<file path="src/rtl/cwt_consts.svh">
`ifndef CWT_CONSTS_SVH
`define CWT_CONSTS_SVH

// Register offsets
`define CWT_OFS_CH5_CUTOFF     8'h65
`define CWT_OFS_CH6_FAST_UNDER 8'h70
`define CWT_OFS_CH6_FAST_OVER  8'h71
`define CWT_OFS_CH6_SLOW_UNDER 8'h72
`define CWT_OFS_CH6_SLOW_OVER  8'h73

// Reset values
`define CWT_RST_CH5_CUTOFF     8'h14
`define CWT_RST_UNDER          8'h00
`define CWT_RST_OVER           8'hff
`define CWT_RST_CUTOFF_CODE    3'h4

// Fields of the cutoff and mapping register
`define CWT_CUTOFF_MSB         2
`define CWT_CUTOFF_LSB         0
`define CWT_MAP_MSB            4
`define CWT_MAP_LSB            3
`define CWT_MAP_UNDER_BIT      0
`define CWT_MAP_OVER_BIT       1
`define CWT_WRITABLE_MASK      8'h1f

// Threshold scaling, millivolts
`define CWT_BASE_1X_MV         13'h00c8
`define CWT_STEP_1X_MV         13'h0005
`define CWT_BASE_4X_MV         13'h0320
`define CWT_STEP_4X_MV         13'h0014

`endif

</file>
<file path="src/rtl/cwt_pkg.sv">
package cwt_pkg;

	typedef enum logic [2:0]
	{
		CWT_FC_250HZ = 3'h2,
		CWT_FC_500HZ = 3'h3,
		CWT_FC_1KHZ  = 3'h4,
		CWT_FC_2KHZ  = 3'h5,
		CWT_FC_4KHZ  = 3'h6
	} cwt_cutoff_type;

	typedef enum logic
	{
		CWT_SCALE_1X = 1'b0,
		CWT_SCALE_4X = 1'b1
	} cwt_scale_type;

endpackage : cwt_pkg

</file>
<file path="src/rtl/cwt_regs.sv">
// Notes on behaviour
// - Bits 4:3 map fast faults to reset
// - Mapping only acts with reset pin variant
// - Bits 2:0 select slow cutoff; some invalid
// - Cutoff code reconfigures slow path lowpass
// - Cutoff register at 0x65, resets 0x14
// - Threshold meaning follows range multiplier scaling
// - 1x: 0.2V base, 5mV steps
// - 4x: 0.8V base, 20mV steps
// - Fast path limits at 0x70, 0x71
// - Slow path limits at 0x72, 0x73
// - Under limits reset to 0x00
// - Over limits reset to 0xff
`include "cwt_consts.svh"
`timescale 1ns/1ps
`default_nettype none

module cwt_regs
#(
	parameter bit HAS_RESET_PIN = 1'b1
)
(
	input  wire logic                   ref_clk_in,
	input  wire logic                   rst_n_in,
	input  wire logic [7:0]             reg_addr_in,
	input  wire logic                   reg_wr_in,
	input  wire logic [7:0]             reg_wdata_in,
	output logic      [7:0]             reg_rdata_out,
	input  wire cwt_pkg::cwt_scale_type range_multiplier_in,
	input  wire logic [7:0]             fast_meas_in,
	input  wire logic [7:0]             slow_meas_in,
	output var cwt_pkg::cwt_cutoff_type slow_path_cutoff_out,
	output logic                        cutoff_invalid_out,
	output logic      [12:0]            fast_under_mv_out,
	output logic      [12:0]            fast_over_mv_out,
	output logic      [12:0]            slow_under_mv_out,
	output logic      [12:0]            slow_over_mv_out,
	output logic                        fast_under_fault_out,
	output logic                        fast_over_fault_out,
	output logic                        slow_under_fault_out,
	output logic                        slow_over_fault_out,
	output logic                        reset_out_n_out
);
	import cwt_pkg::*;

	////////////////////////////////////////////////////////////////////////////////
	// Reset release

	logic       rst_meta_n;
	logic       rst_n;

	always_ff @(posedge ref_clk_in or negedge rst_n_in)
	begin
		if (!rst_n_in)
		begin
			rst_meta_n <= 1'b0;
			rst_n      <= 1'b0;
		end
		else
		begin
			rst_meta_n <= 1'b1;
			rst_n      <= rst_meta_n;
		end
	end

	////////////////////////////////////////////////////////////////////////////////
	// Register file

	logic [4:0] cutoff_map;
	logic [7:0] fast_under_limit;
	logic [7:0] fast_over_limit;
	logic [7:0] slow_under_limit;
	logic [7:0] slow_over_limit;

	always_ff @(posedge ref_clk_in or negedge rst_n)
	begin
		if (!rst_n)
			cutoff_map <= 5'(`CWT_RST_CH5_CUTOFF);
		else if (reg_wr_in && reg_addr_in == `CWT_OFS_CH5_CUTOFF)
			cutoff_map <= 5'(reg_wdata_in & `CWT_WRITABLE_MASK);
	end

	always_ff @(posedge ref_clk_in or negedge rst_n)
	begin
		if (!rst_n)
		begin
			fast_under_limit <= `CWT_RST_UNDER;
			fast_over_limit  <= `CWT_RST_OVER;
			slow_under_limit <= `CWT_RST_UNDER;
			slow_over_limit  <= `CWT_RST_OVER;
		end
		else if (reg_wr_in)
		begin
			if (reg_addr_in == `CWT_OFS_CH6_FAST_UNDER)
				fast_under_limit <= reg_wdata_in;
			if (reg_addr_in == `CWT_OFS_CH6_FAST_OVER)
				fast_over_limit <= reg_wdata_in;
			if (reg_addr_in == `CWT_OFS_CH6_SLOW_UNDER)
				slow_under_limit <= reg_wdata_in;
			if (reg_addr_in == `CWT_OFS_CH6_SLOW_OVER)
				slow_over_limit <= reg_wdata_in;
		end
	end

	// Reserved bits read zero; unmapped offsets read zero
	always_ff @(posedge ref_clk_in or negedge rst_n)
	begin
		if (!rst_n)
			reg_rdata_out <= 8'h00;
		else
		begin
			unique case (reg_addr_in)
				`CWT_OFS_CH5_CUTOFF:     reg_rdata_out <= {3'h0, cutoff_map};
				`CWT_OFS_CH6_FAST_UNDER: reg_rdata_out <= fast_under_limit;
				`CWT_OFS_CH6_FAST_OVER:  reg_rdata_out <= fast_over_limit;
				`CWT_OFS_CH6_SLOW_UNDER: reg_rdata_out <= slow_under_limit;
				`CWT_OFS_CH6_SLOW_OVER:  reg_rdata_out <= slow_over_limit;
				default:                 reg_rdata_out <= 8'h00;
			endcase
		end
	end

	////////////////////////////////////////////////////////////////////////////////
	// Slow path filter setting

	logic [2:0] cutoff_code;
	logic       cutoff_valid;

	assign cutoff_code  = cutoff_map[`CWT_CUTOFF_MSB:`CWT_CUTOFF_LSB];
	assign cutoff_valid = cutoff_code inside {CWT_FC_250HZ, CWT_FC_500HZ, CWT_FC_1KHZ,
		CWT_FC_2KHZ, CWT_FC_4KHZ};

	// Invalid codes keep the last good filter, never a bogus response
	always_ff @(posedge ref_clk_in or negedge rst_n)
	begin
		if (!rst_n)
		begin
			slow_path_cutoff_out <= cwt_cutoff_type'(`CWT_RST_CUTOFF_CODE);
			cutoff_invalid_out   <= 1'b0;
		end
		else
		begin
			cutoff_invalid_out <= !cutoff_valid;
			if (cutoff_valid)
				slow_path_cutoff_out <= cwt_cutoff_type'(cutoff_code);
		end
	end

	////////////////////////////////////////////////////////////////////////////////
	// Threshold voltages and comparisons

	logic [7:0]  limit_code [4];
	logic [12:0] limit_mv   [4];

	assign limit_code[0] = fast_under_limit;
	assign limit_code[1] = fast_over_limit;
	assign limit_code[2] = slow_under_limit;
	assign limit_code[3] = slow_over_limit;

	genvar gi;
	generate
		for (gi = 0; gi < 4; gi++)
		begin : g_mv
			logic [12:0] next_mv;
			always_comb
			begin
				if (range_multiplier_in == CWT_SCALE_4X)
					next_mv = 13'(`CWT_BASE_4X_MV + `CWT_STEP_4X_MV * {5'h00, limit_code[gi]});
				else
					next_mv = 13'(`CWT_BASE_1X_MV + `CWT_STEP_1X_MV * {5'h00, limit_code[gi]});
			end
			always_ff @(posedge ref_clk_in or negedge rst_n)
			begin
				if (!rst_n)
					limit_mv[gi] <= 13'h0000;
				else
					limit_mv[gi] <= next_mv;
			end
		end
	endgenerate

	assign fast_under_mv_out = limit_mv[0];
	assign fast_over_mv_out  = limit_mv[1];
	assign slow_under_mv_out = limit_mv[2];
	assign slow_over_mv_out  = limit_mv[3];

	// Both sides share one scale, so codes compare directly
	always_ff @(posedge ref_clk_in or negedge rst_n)
	begin
		if (!rst_n)
		begin
			fast_under_fault_out <= 1'b0;
			fast_over_fault_out  <= 1'b0;
			slow_under_fault_out <= 1'b0;
			slow_over_fault_out  <= 1'b0;
		end
		else
		begin
			fast_under_fault_out <= fast_meas_in < fast_under_limit;
			fast_over_fault_out  <= fast_meas_in > fast_over_limit;
			slow_under_fault_out <= slow_meas_in < slow_under_limit;
			slow_over_fault_out  <= slow_meas_in > slow_over_limit;
		end
	end

	////////////////////////////////////////////////////////////////////////////////
	// Reset output

	logic [1:0] fault_map;
	logic       next_reset_n;

	assign fault_map = cutoff_map[`CWT_MAP_MSB:`CWT_MAP_LSB];

	always_comb
	begin
		next_reset_n = 1'b1;
		if (HAS_RESET_PIN)
			next_reset_n = !((fault_map[`CWT_MAP_UNDER_BIT] && fast_under_fault_out) ||
				(fault_map[`CWT_MAP_OVER_BIT] && fast_over_fault_out));
	end

	always_ff @(posedge ref_clk_in or negedge rst_n)
	begin
		if (!rst_n)
			reset_out_n_out <= 1'b1;
		else
			reset_out_n_out <= next_reset_n;
	end

endmodule : cwt_regs

`default_nettype wire

</file>
<file path="config.mk">
export PLATFORM = sky130hd
export DESIGN_NAME = cwt_regs
export DESIGN_NICKNAME = d
export VERILOG_FILES = /design/src/rtl/cwt_pkg.sv /design/src/rtl/cwt_regs.sv
export VERILOG_INCLUDE_DIRS = /design/src /design/src/rtl
export SDC_FILE = /design/constraint.sdc
export NUM_CORES = 1
export LEC_CHECK = 0
export BUFFER_PORTS_ARGS = -buffer_cell sky130_fd_sc_hd__buf_2
export CAP_MARGIN = 0
export CORE_MARGIN = 2
export CORE_UTILIZATION = 50
export CTS_BUF_LIST = sky130_fd_sc_hd__clkbuf_16
export DETAILED_ROUTE_END_ITERATION = 7
export MAX_ROUTING_LAYER = met4
export PLACE_DENSITY = 0.71
export SLEW_MARGIN = 5
export SYNTH_ARGS = -nofsm -noshare
export SYNTH_HDL_FRONTEND = slang
export SYNTH_SLANG_ARGS = --single-unit
</file>
<file path="constraint.sdc">
create_clock -name ref_clk_in -period 4.4 [get_ports ref_clk_in]
set_input_delay 0 -clock ref_clk_in [delete_from_list [all_inputs] [get_ports ref_clk_in]]
set_output_delay 0 -clock ref_clk_in [all_outputs]
set_load 0.005 [all_outputs]
</file>
==> metrics.md, run 1 <==
| Metric | Value |
|---|---|
| Reg2reg path depth | `10` |
| Die extent in y | `129.8 µm` |
| First-pass GRT wire length | `28380 µm` |
| Placed Cells | `1053` |
| Post-CTS setup buffers | `0` |
| Synth-to-Final Area Change | `14.40%` |
| EDFF count, synth | `0` |
| Final instance area | `0.009056 mm²` |
| TritonCTS clock tree | `built` |
| IO buf count | `104` |
| Clk Tree Root Cell | `clkbuf_16` |
| Routed WL | `17250 µm` |
| Worst hold path startpoint | `fast_meas_in[6]` |
| Detailed-route wire length per cell | `15.97 µm` |
| Fillers | `1340` |
| Non-filler cells, final | `1080` |
| Most used flip-flop cell after synthesis | `dfrtp_1` |
| Clock skew | `0.006949 ns` |
| Vias in the first global route | `5746` |
| F_max | `367.8 MHz` |
| Nets | `1034` |
| Yosys top cell by area | `dfrtp_1` |
| Initial antenna violation count | `0` |
| Power Dens Cells | `351.6 mW/mm²` |
| WHS Path Cells | `3` |
| Synth Register Bits | `108` |
| Reg2reg start | `fast_over_limit[5]` |
| DRC | `0` |
| Grt ovf | `0` |
| Cells along the critical path | `ha_1 -> ha_1 -> xor2_1 -> ha_1 -> a21oi_1 -> o21bai_1 -> a21oi_1 -> nor2b_1 -> o21ai_0 -> a22oi_2` |
| Routed via count | `5842` |
| Initial DRC Count | `305` |
| Final Setup Violations | `0` |
| Routed Antenna Nets | `0` |
| Synth unique cells | `70` |
| Clk sink count | `108` |
| Reg2reg end | `fast_over_mv_out[10]` |
| Layout cells sized above 1 | `24.40%` |
| Worst Setup End Kind | `flip-flop` |
| Mapped Avg Cell Area | `10.56 µm²` |
| Full die area | `0.01685 mm²` |
| Post-synthesis cell count | `750` |
| Sequential area share after synthesis | `34.46%` |
| Worst-Margin Slew | `0.8855 ns` |
| GP Congestion | `0.8397` |
| Initial core utilization | `51.69%` |
| Clk Latency, worst-skew pair | `0.36 ns` |
| Largest fanout on the critical path | `8` |
| Most used cell, CP | `ha_1` |
| Synth async-reset ratio | `100.0%` |
| Critical path class | `flip-flop to flip-flop` |
| CP peak stage delay | `0.65 ns` |
| Most common cell after layout, fill and taps aside | `ha_1` |
| Min cycle time layout | `2.719 ns` |
| Syn nets | `920` |
| Cts bufs inserted | `9` |
| Final Core Density | `59.13%` |
| Crit share post-route | `61.79%` |
| Max Cap Viol | `0` |
| Hold EP | `fast_under_fault_out` |
| Area after DPL | `0.008650 mm²` |
| Pin count of the biggest net entering global routing | `69` |
| # IOs | `105` |
| Router iterations before antenna repair | `5` |
| Commonest non-fill, non-tap cells in the layout | `122 x ha_1, 104 x buf_2, 87 x dfrtp_1, 70 x inv_1, 50 x o21ai_0` |
| Final slew viol count | `0` |
| Fin. Hold Viols | `0` |
| HPWL Detailed | `13300 µm` |
| Setup TNS | `0 ns` |
| Via-per-instance ratio | `5.409` |
| Synth top area share | `27.82%` |
| Status | `complete, no violations` |
| Worst Path Required | `4.62 ns` |
| Unrepaired setup endpoints after global routing | `false` |
| ANT cells | `0` |
| Tot GR Track Use | `22.36%` |
| Std cell rows | `45` |
| Core region area | `0.01531 mm²` |
| Static Leakage | `0.004490 µW` |
| Max Root-Sink Buffers | `2` |
| Largest cells by area after synthesis | `dfrtp_1 28%, ha_1 19%, dfstp_2 6.6%, mux2_2 4.6%, xnor2_1 3.5%` |
| Overall Power | `3184 µW` |
| Reg2Reg Setup Slack | `1.68 ns` |
| Crit path launch type | `flip-flop` |
| Worst rel slew slack | `40.97%` |
| Worst path arrival time | `2.94 ns` |
| HP Class | `primary input to flip-flop` |
| Peak supply drop | `0.1978 mV` |
| Slowest-stage cell, CP | `dfstp_2` |
| CTS H-tree depth | `3` |
| Clk pin slew, worst setup/hold paths | `0.08 ns` |
| Mapped Area | `0.007916 mm²` |
| Chip width | `129.8 µm` |
| YS warnings | `0` |
cell families (layout without fill, tap and decap cells):
| family | Yosys count | after routing | share of synthesized area [%] |
|---|---|---|---|
| AND/OR/NAND/NOR | 156 | 156 | 10.51 |
| adder cells (fa/ha/maj) | 138 | 138 | 22.82 |
| flip-flops | 108 | 108 | 34.46 |
| AO/OA/AOI/OAI | 156 | 156 | 13.37 |
| buffers and inverters | 88 | 207 | 4.536 |
| multiplexers | 51 | 51 | 8.219 |
| other | 1 | 1 | 0.04737 |
| XOR/XNOR | 52 | 52 | 6.038 |
power by group:
part / switching [µW] / internal [µW] / total (µW)
clock network: 395 / 445 / 841
logic: 587 / 537 / 1120
registers: 84.4 / 1140 / 1220
total: 1070 / 2120 / 3180
routing by layer:
metal,part of all wire (%),up-vias,GRT usage (%)
li1,-,2883,-
met1,46,2820,29.45
met2,48,117,36.16
met3,4.1,22,3.239
met4,1.7,0,6.515
met5,0,-,-
cell type report:
cell class              instances  area, µm²  share of cell area [%]
multi-input cells             554       4830                   53.33
flip-flops and latches        108       2731                   30.16
repair buffers                120      668.1                   7.378
inverters                      71      266.5                   2.943
well taps                     211      264.0                   2.915
clock buffers                   9      225.2                   2.487
clock inverters                 7      71.32                  0.7875
worst max path at each step:
stage / startpoint / endpoint / slack (ns) / cells after the start
finish: fast_over_limit[5] / fast_over_mv_out[10] / 1.68 / 10
global route: fast_under_limit[1] / fast_under_mv_out[10] / 1.50 / 10
CTS: fast_over_limit[5] / fast_over_mv_out[10] / 1.66 / 10
detailed placement: fast_over_limit[5] / fast_over_mv_out[10] / 1.70 / 10
global placement: fast_over_limit[5] / fast_over_mv_out[10] / 1.72 / 10
floorplan: rst_n / cutoff_invalid_out / 1.20 / 0
metrics by stage:
stage | setup WS, ns | hold WS, ns
3_5_place_dp | 1.704 | -0.2106
4_1_cts | 1.664 | 0.005577
2_1_floorplan | 1.204 | -0.2956
5_1_grt | 1.495 | 0.03256
3_3_place_gp | 1.716 | -0.2100
6_report | 1.681 | 0.02124
critical path, delay by kind of cell (launching register included):
| family | cells | cell delay, ns |
|---|---|---|
| adder cells (fa/ha/maj) | 3 | 0.88 |
| AO/OA/AOI/OAI | 5 | 0.79 |
| flip-flops | 1 | 0.65 |
| XOR/XNOR | 1 | 0.20 |
| AND/OR/NAND/NOR | 1 | 0.07 |
synth_stat cells (3+ instances only):
cell type / n
a22oi_1: 3
xnor2_1: 32
nand3_1: 10
and2_1: 7
nor3_1: 17
mux4_2: 8
and3_1: 3
dfstp_2: 20
o21a_1: 8
xor2_1: 17
o31ai_1: 4
a22o_1: 5
a21o_1: 16
maj3_1: 4
mux2i_1: 11
o21ai_0: 50
mux2_2: 32
a21oi_1: 31
a21oi_2: 6
buf_2: 5
a21boi_0: 3
nand2_1: 47
nor2_1: 30
clkbuf_1: 3
o31a_1: 5
o21bai_1: 3
dfrtp_1: 88
ha_1: 122
nand4_1: 6
nor2b_1: 15
inv_1: 70
nand2b_1: 6
buf_1: 5
fa_1: 12
sequential cells by signal (all words and copies together) (netlist names), 3 cells and up:
signal / flops
slow_over_limit: 8
fast_over_mv_out: 13
slow_over_mv_out: 13
slow_under_limit: 8
slow_under_mv_out: 13
reg_rdata_out: 8
cutoff_map: 5
fast_over_limit: 8
fast_under_mv_out: 13
fast_under_limit: 8
slow_path_cutoff_out: 3
what timing repair did:
| action | 4_1_cts | 5_1_grt |
|---|---|---|
| hold endpoints to repair | 37 | 0 |
| gates resized for setup | 0 | 0 |
| hold buffers | 11 | 0 |
| setup endpoints to repair | 0 | 0 |
(Power assumes the default switching activity.)
==> inputs of run 2 (changes only) <==
==> constraint.sdc (replaced) <==
create_clock -name ref_clk_in -period 2.55 [get_ports ref_clk_in]
set_input_delay 0 -clock ref_clk_in [delete_from_list [all_inputs] [get_ports ref_clk_in]]
set_output_delay 0 -clock ref_clk_in [all_outputs]
set_load 0.005 [all_outputs]
==> run 2 against run 1 <==
Net effect:
- largest cell class unchanged
- largest power group is now combinational cells
- via count grew 5.0%
- total power grew 88%
- utilization grew 5.5 points
- design area grew 9.4%
- global-route usage grew 1.2 points
- clock skew grew 0.0040 ns
- first-iteration DRC count grew 3.6%
- maximum frequency grew 8.3%
- wire length grew 12%
- clock-buffer cell count is the same
- die area is the same
==> metrics.md, run 2 (same netlist as run 1, synthesis figures left out) <==
| Metric | Value |
|---|---|
| Final slew viol count | `0 (unchanged)` |
| Layout cells sized above 1 | `34.38% (+10 points)` |
| Fin worst setup slack | `0.03936 ns (-1.642 ns)` |
| Slowest-stage cell, CP | `dfstp_2` |
| IO buf count | `104 (unchanged)` |
| Nets | `1090 (+5.4%)` |
| Commonest non-fill, non-tap cells in the layout | `106 x ha_1, 104 x buf_2, 86 x dfrtp_1, 68 x inv_1, 60 x buf_4` |
| Min cycle time layout | `2.511 ns (-0.2082 ns)` |
| Setup TNS | `0 ns (unchanged)` |
| Worst Path Required | `2.78 ns (-1.84 ns)` |
| Met3 global-route usage | `3.731% (+0.49 points)` |
| Reg2Reg Setup Slack | `0.04 ns (-1.64 ns)` |
| Worst Setup End Kind | `flip-flop` |
| Router iterations before antenna repair | `4 (-1)` |
| GRT Max-Usage Layer | `met2` |
| Crit share post-route | `98.46% (+37 points)` |
| Largest fanout on the critical path | `4 (-4)` |
| Status | `complete, no violations` |
| First-pass GRT wire length | `29490 µm (+3.9%)` |
| Std cell rows | `45 (unchanged)` |
| Vias in the first global route | `5981 (+4.1%)` |
| Clk Tree Root Cell | `clkbuf_16` |
| Max Root-Sink Buffers | `2 (unchanged)` |
| Top delay family on crit path | `adder cells` |
| Routed via count | `6132 (+5.0%)` |
| Full die area | `0.01685 mm² (unchanged)` |
| Chip width | `129.8 µm (unchanged)` |
| # IOs | `105 (unchanged)` |
| Core region area | `0.01531 mm² (unchanged)` |
| Final instance area | `0.009905 mm² (+9.4%)` |
| Unrepaired setup endpoints after global routing | `true` |
| HP Class | `primary input to flip-flop` |
| Crit path launch type | `flip-flop` |
| Clk Latency, worst-skew pair | `0.37 ns (about the same)` |
| F_max | `398.3 MHz (+8.3%)` |
| Initial antenna violation count | `3 (+3)` |
| Initial core utilization | `51.69% (unchanged)` |
| DP Worst Slack | `0.005795 ns (-1.698 ns)` |
| Cells along the critical path | `ha_4 -> ha_4 -> inv_2 -> fa_2 -> inv_1 -> ha_1 -> and2_4 -> o311ai_4 -> xnor2_1 -> nor2_1` |
| Area after DPL | `0.009000 mm² (+4.1%)` |
| Met1 usage | `29.37% (-0.084 points)` |
| Die extent in y | `129.8 µm (unchanged)` |
| Synth-to-Final Area Change | `25.11%` |
| Most used cell, CP | `ha_4` |
| Grt met2 use | `38.47% (+2.3 points)` |
| Final Core Density | `64.67% (+5.5 points)` |
| CTS H-tree depth | `3 (unchanged)` |
| CP peak stage delay | `0.62 ns (-0.03 ns)` |
| Clock skew | `0.01095 ns (+0.003999 ns)` |
| Grt ovf | `0 (unchanged)` |
| TritonCTS clock tree | `built` |
| Routed WL | `19230 µm (+12%)` |
| Routed Antenna Nets | `0 (unchanged)` |
| Detailed-route wire length per cell | `16.88 µm (+5.7%)` |
| Critical path class | `flip-flop to flip-flop` |
| Via-per-instance ratio | `5.384 (-0.47%)` |
| Fin. Hold Viols | `0 (unchanged)` |
| Power Dens Cells | `605.5 mW/mm² (+72%)` |
| HPWL Detailed | `14110 µm (+6.1%)` |
| Worst-Margin Slew | `0.7151 ns (-0.1704 ns)` |
| Initial DRC Count | `316 (+3.6%)` |
| Pin count of the biggest net entering global routing | `57 (-17%)` |
| Clk sink count | `108 (unchanged)` |
| Static Leakage | `0.004809 µW (+7.1%)` |
| Bufs and invs on worst path | `2 (+2)` |
| GP Congestion | `0.8622 (+2.7%)` |
| Cts bufs inserted | `9 (unchanged)` |
| Worst rel slew slack | `52.03% (+11 points)` |
| Final Setup Violations | `0 (unchanged)` |
| Max Cap Viol | `0 (unchanged)` |
| Clk pin slew, worst setup/hold paths | `0.08 ns (about the same)` |
| Peak supply drop | `0.3447 mV (+74%)` |
| Most common cell after layout, fill and taps aside | `ha_1` |
| Tot GR Track Use | `23.55% (+1.2 points)` |
| Worst path arrival time | `2.74 ns (-0.20 ns)` |
| DRC | `0 (unchanged)` |
[run 2: cell types whose count changed in the layout (fill, tap and decap cells not counted), moves of 6 or more]
cell     before  now
a21oi_2       6   12
a21oi_1      31   22
ha_4          0   14
buf_4         5   60
ha_1        122  106
[run 2: path summary, 6_finish.rpt]
| path | startpoint | to | cells past startpoint |
|---|---|---|---|
| max | fast_over_limit[2] | fast_over_mv_out[11] | 10 |
| min | fast_meas_in[6] | fast_under_fault_out | 3 |
| max reg2reg | fast_over_limit[2] | fast_over_mv_out[11] | 10 |
| min reg2reg | rst_n | slow_over_mv_out[3] | 0 |
| max in group asynchronous | rst_n | reset_out_n_out | 1 |
| min in group asynchronous | rst_n | slow_over_mv_out[3] | 0 |
[run 2: layer usage]
metal  part of all wire, %  vias to the layer above
met4                   2.7                        0
met5                     0                        -
li1                      -                     2988
met3                   4.7                       36
met2                    50                      141
met1                    43                     2967
[run 2: power by group]
group	internal, µW	switching [µW]
registers	1960	109
clock network	867	689
logic	1170	1210
[run 2: layout make-up]
class / count / area (µm²)
fillers: 1236 / 5410
multi-input cells: 554 / 5210
flip-flops and latches: 108 / 2733
repair buffers: 176 / 1101
inverters: 71 / 266.5
well taps: 211 / 264.0
clock buffers: 9 / 225.2
clock inverters: 7 / 97.59
diodes: 3 / 7.507
[run 2: metrics by stage]
step	total power [µW]	hold WS, ns	instances
after floorplan	3533	-0.2956	750
after global placement	4163	-0.2132	1098
after detailed placement	4202	-0.2131	1098
after CTS	5799	0.01366	1127
after global routing	6386	0.04128	1139
final	5998	0.02593	1139
[run 2: what timing repair did]
item                       CTS  global route
hold buffers                11             0
hold endpoints to repair    28             0
setup buffers                2             9
gates resized for setup      6            62
pin swaps                    4            21
setup endpoints to repair    7            18
[run 2: worst min-delay path: cells and delay by family]
| family | cells | cell delay, ns |
|---|---|---|
| buf+inv | 1 | 0.10 |
| compound gates | 1 | 0.09 |
| fa+ha+maj | 1 | 0.17 |
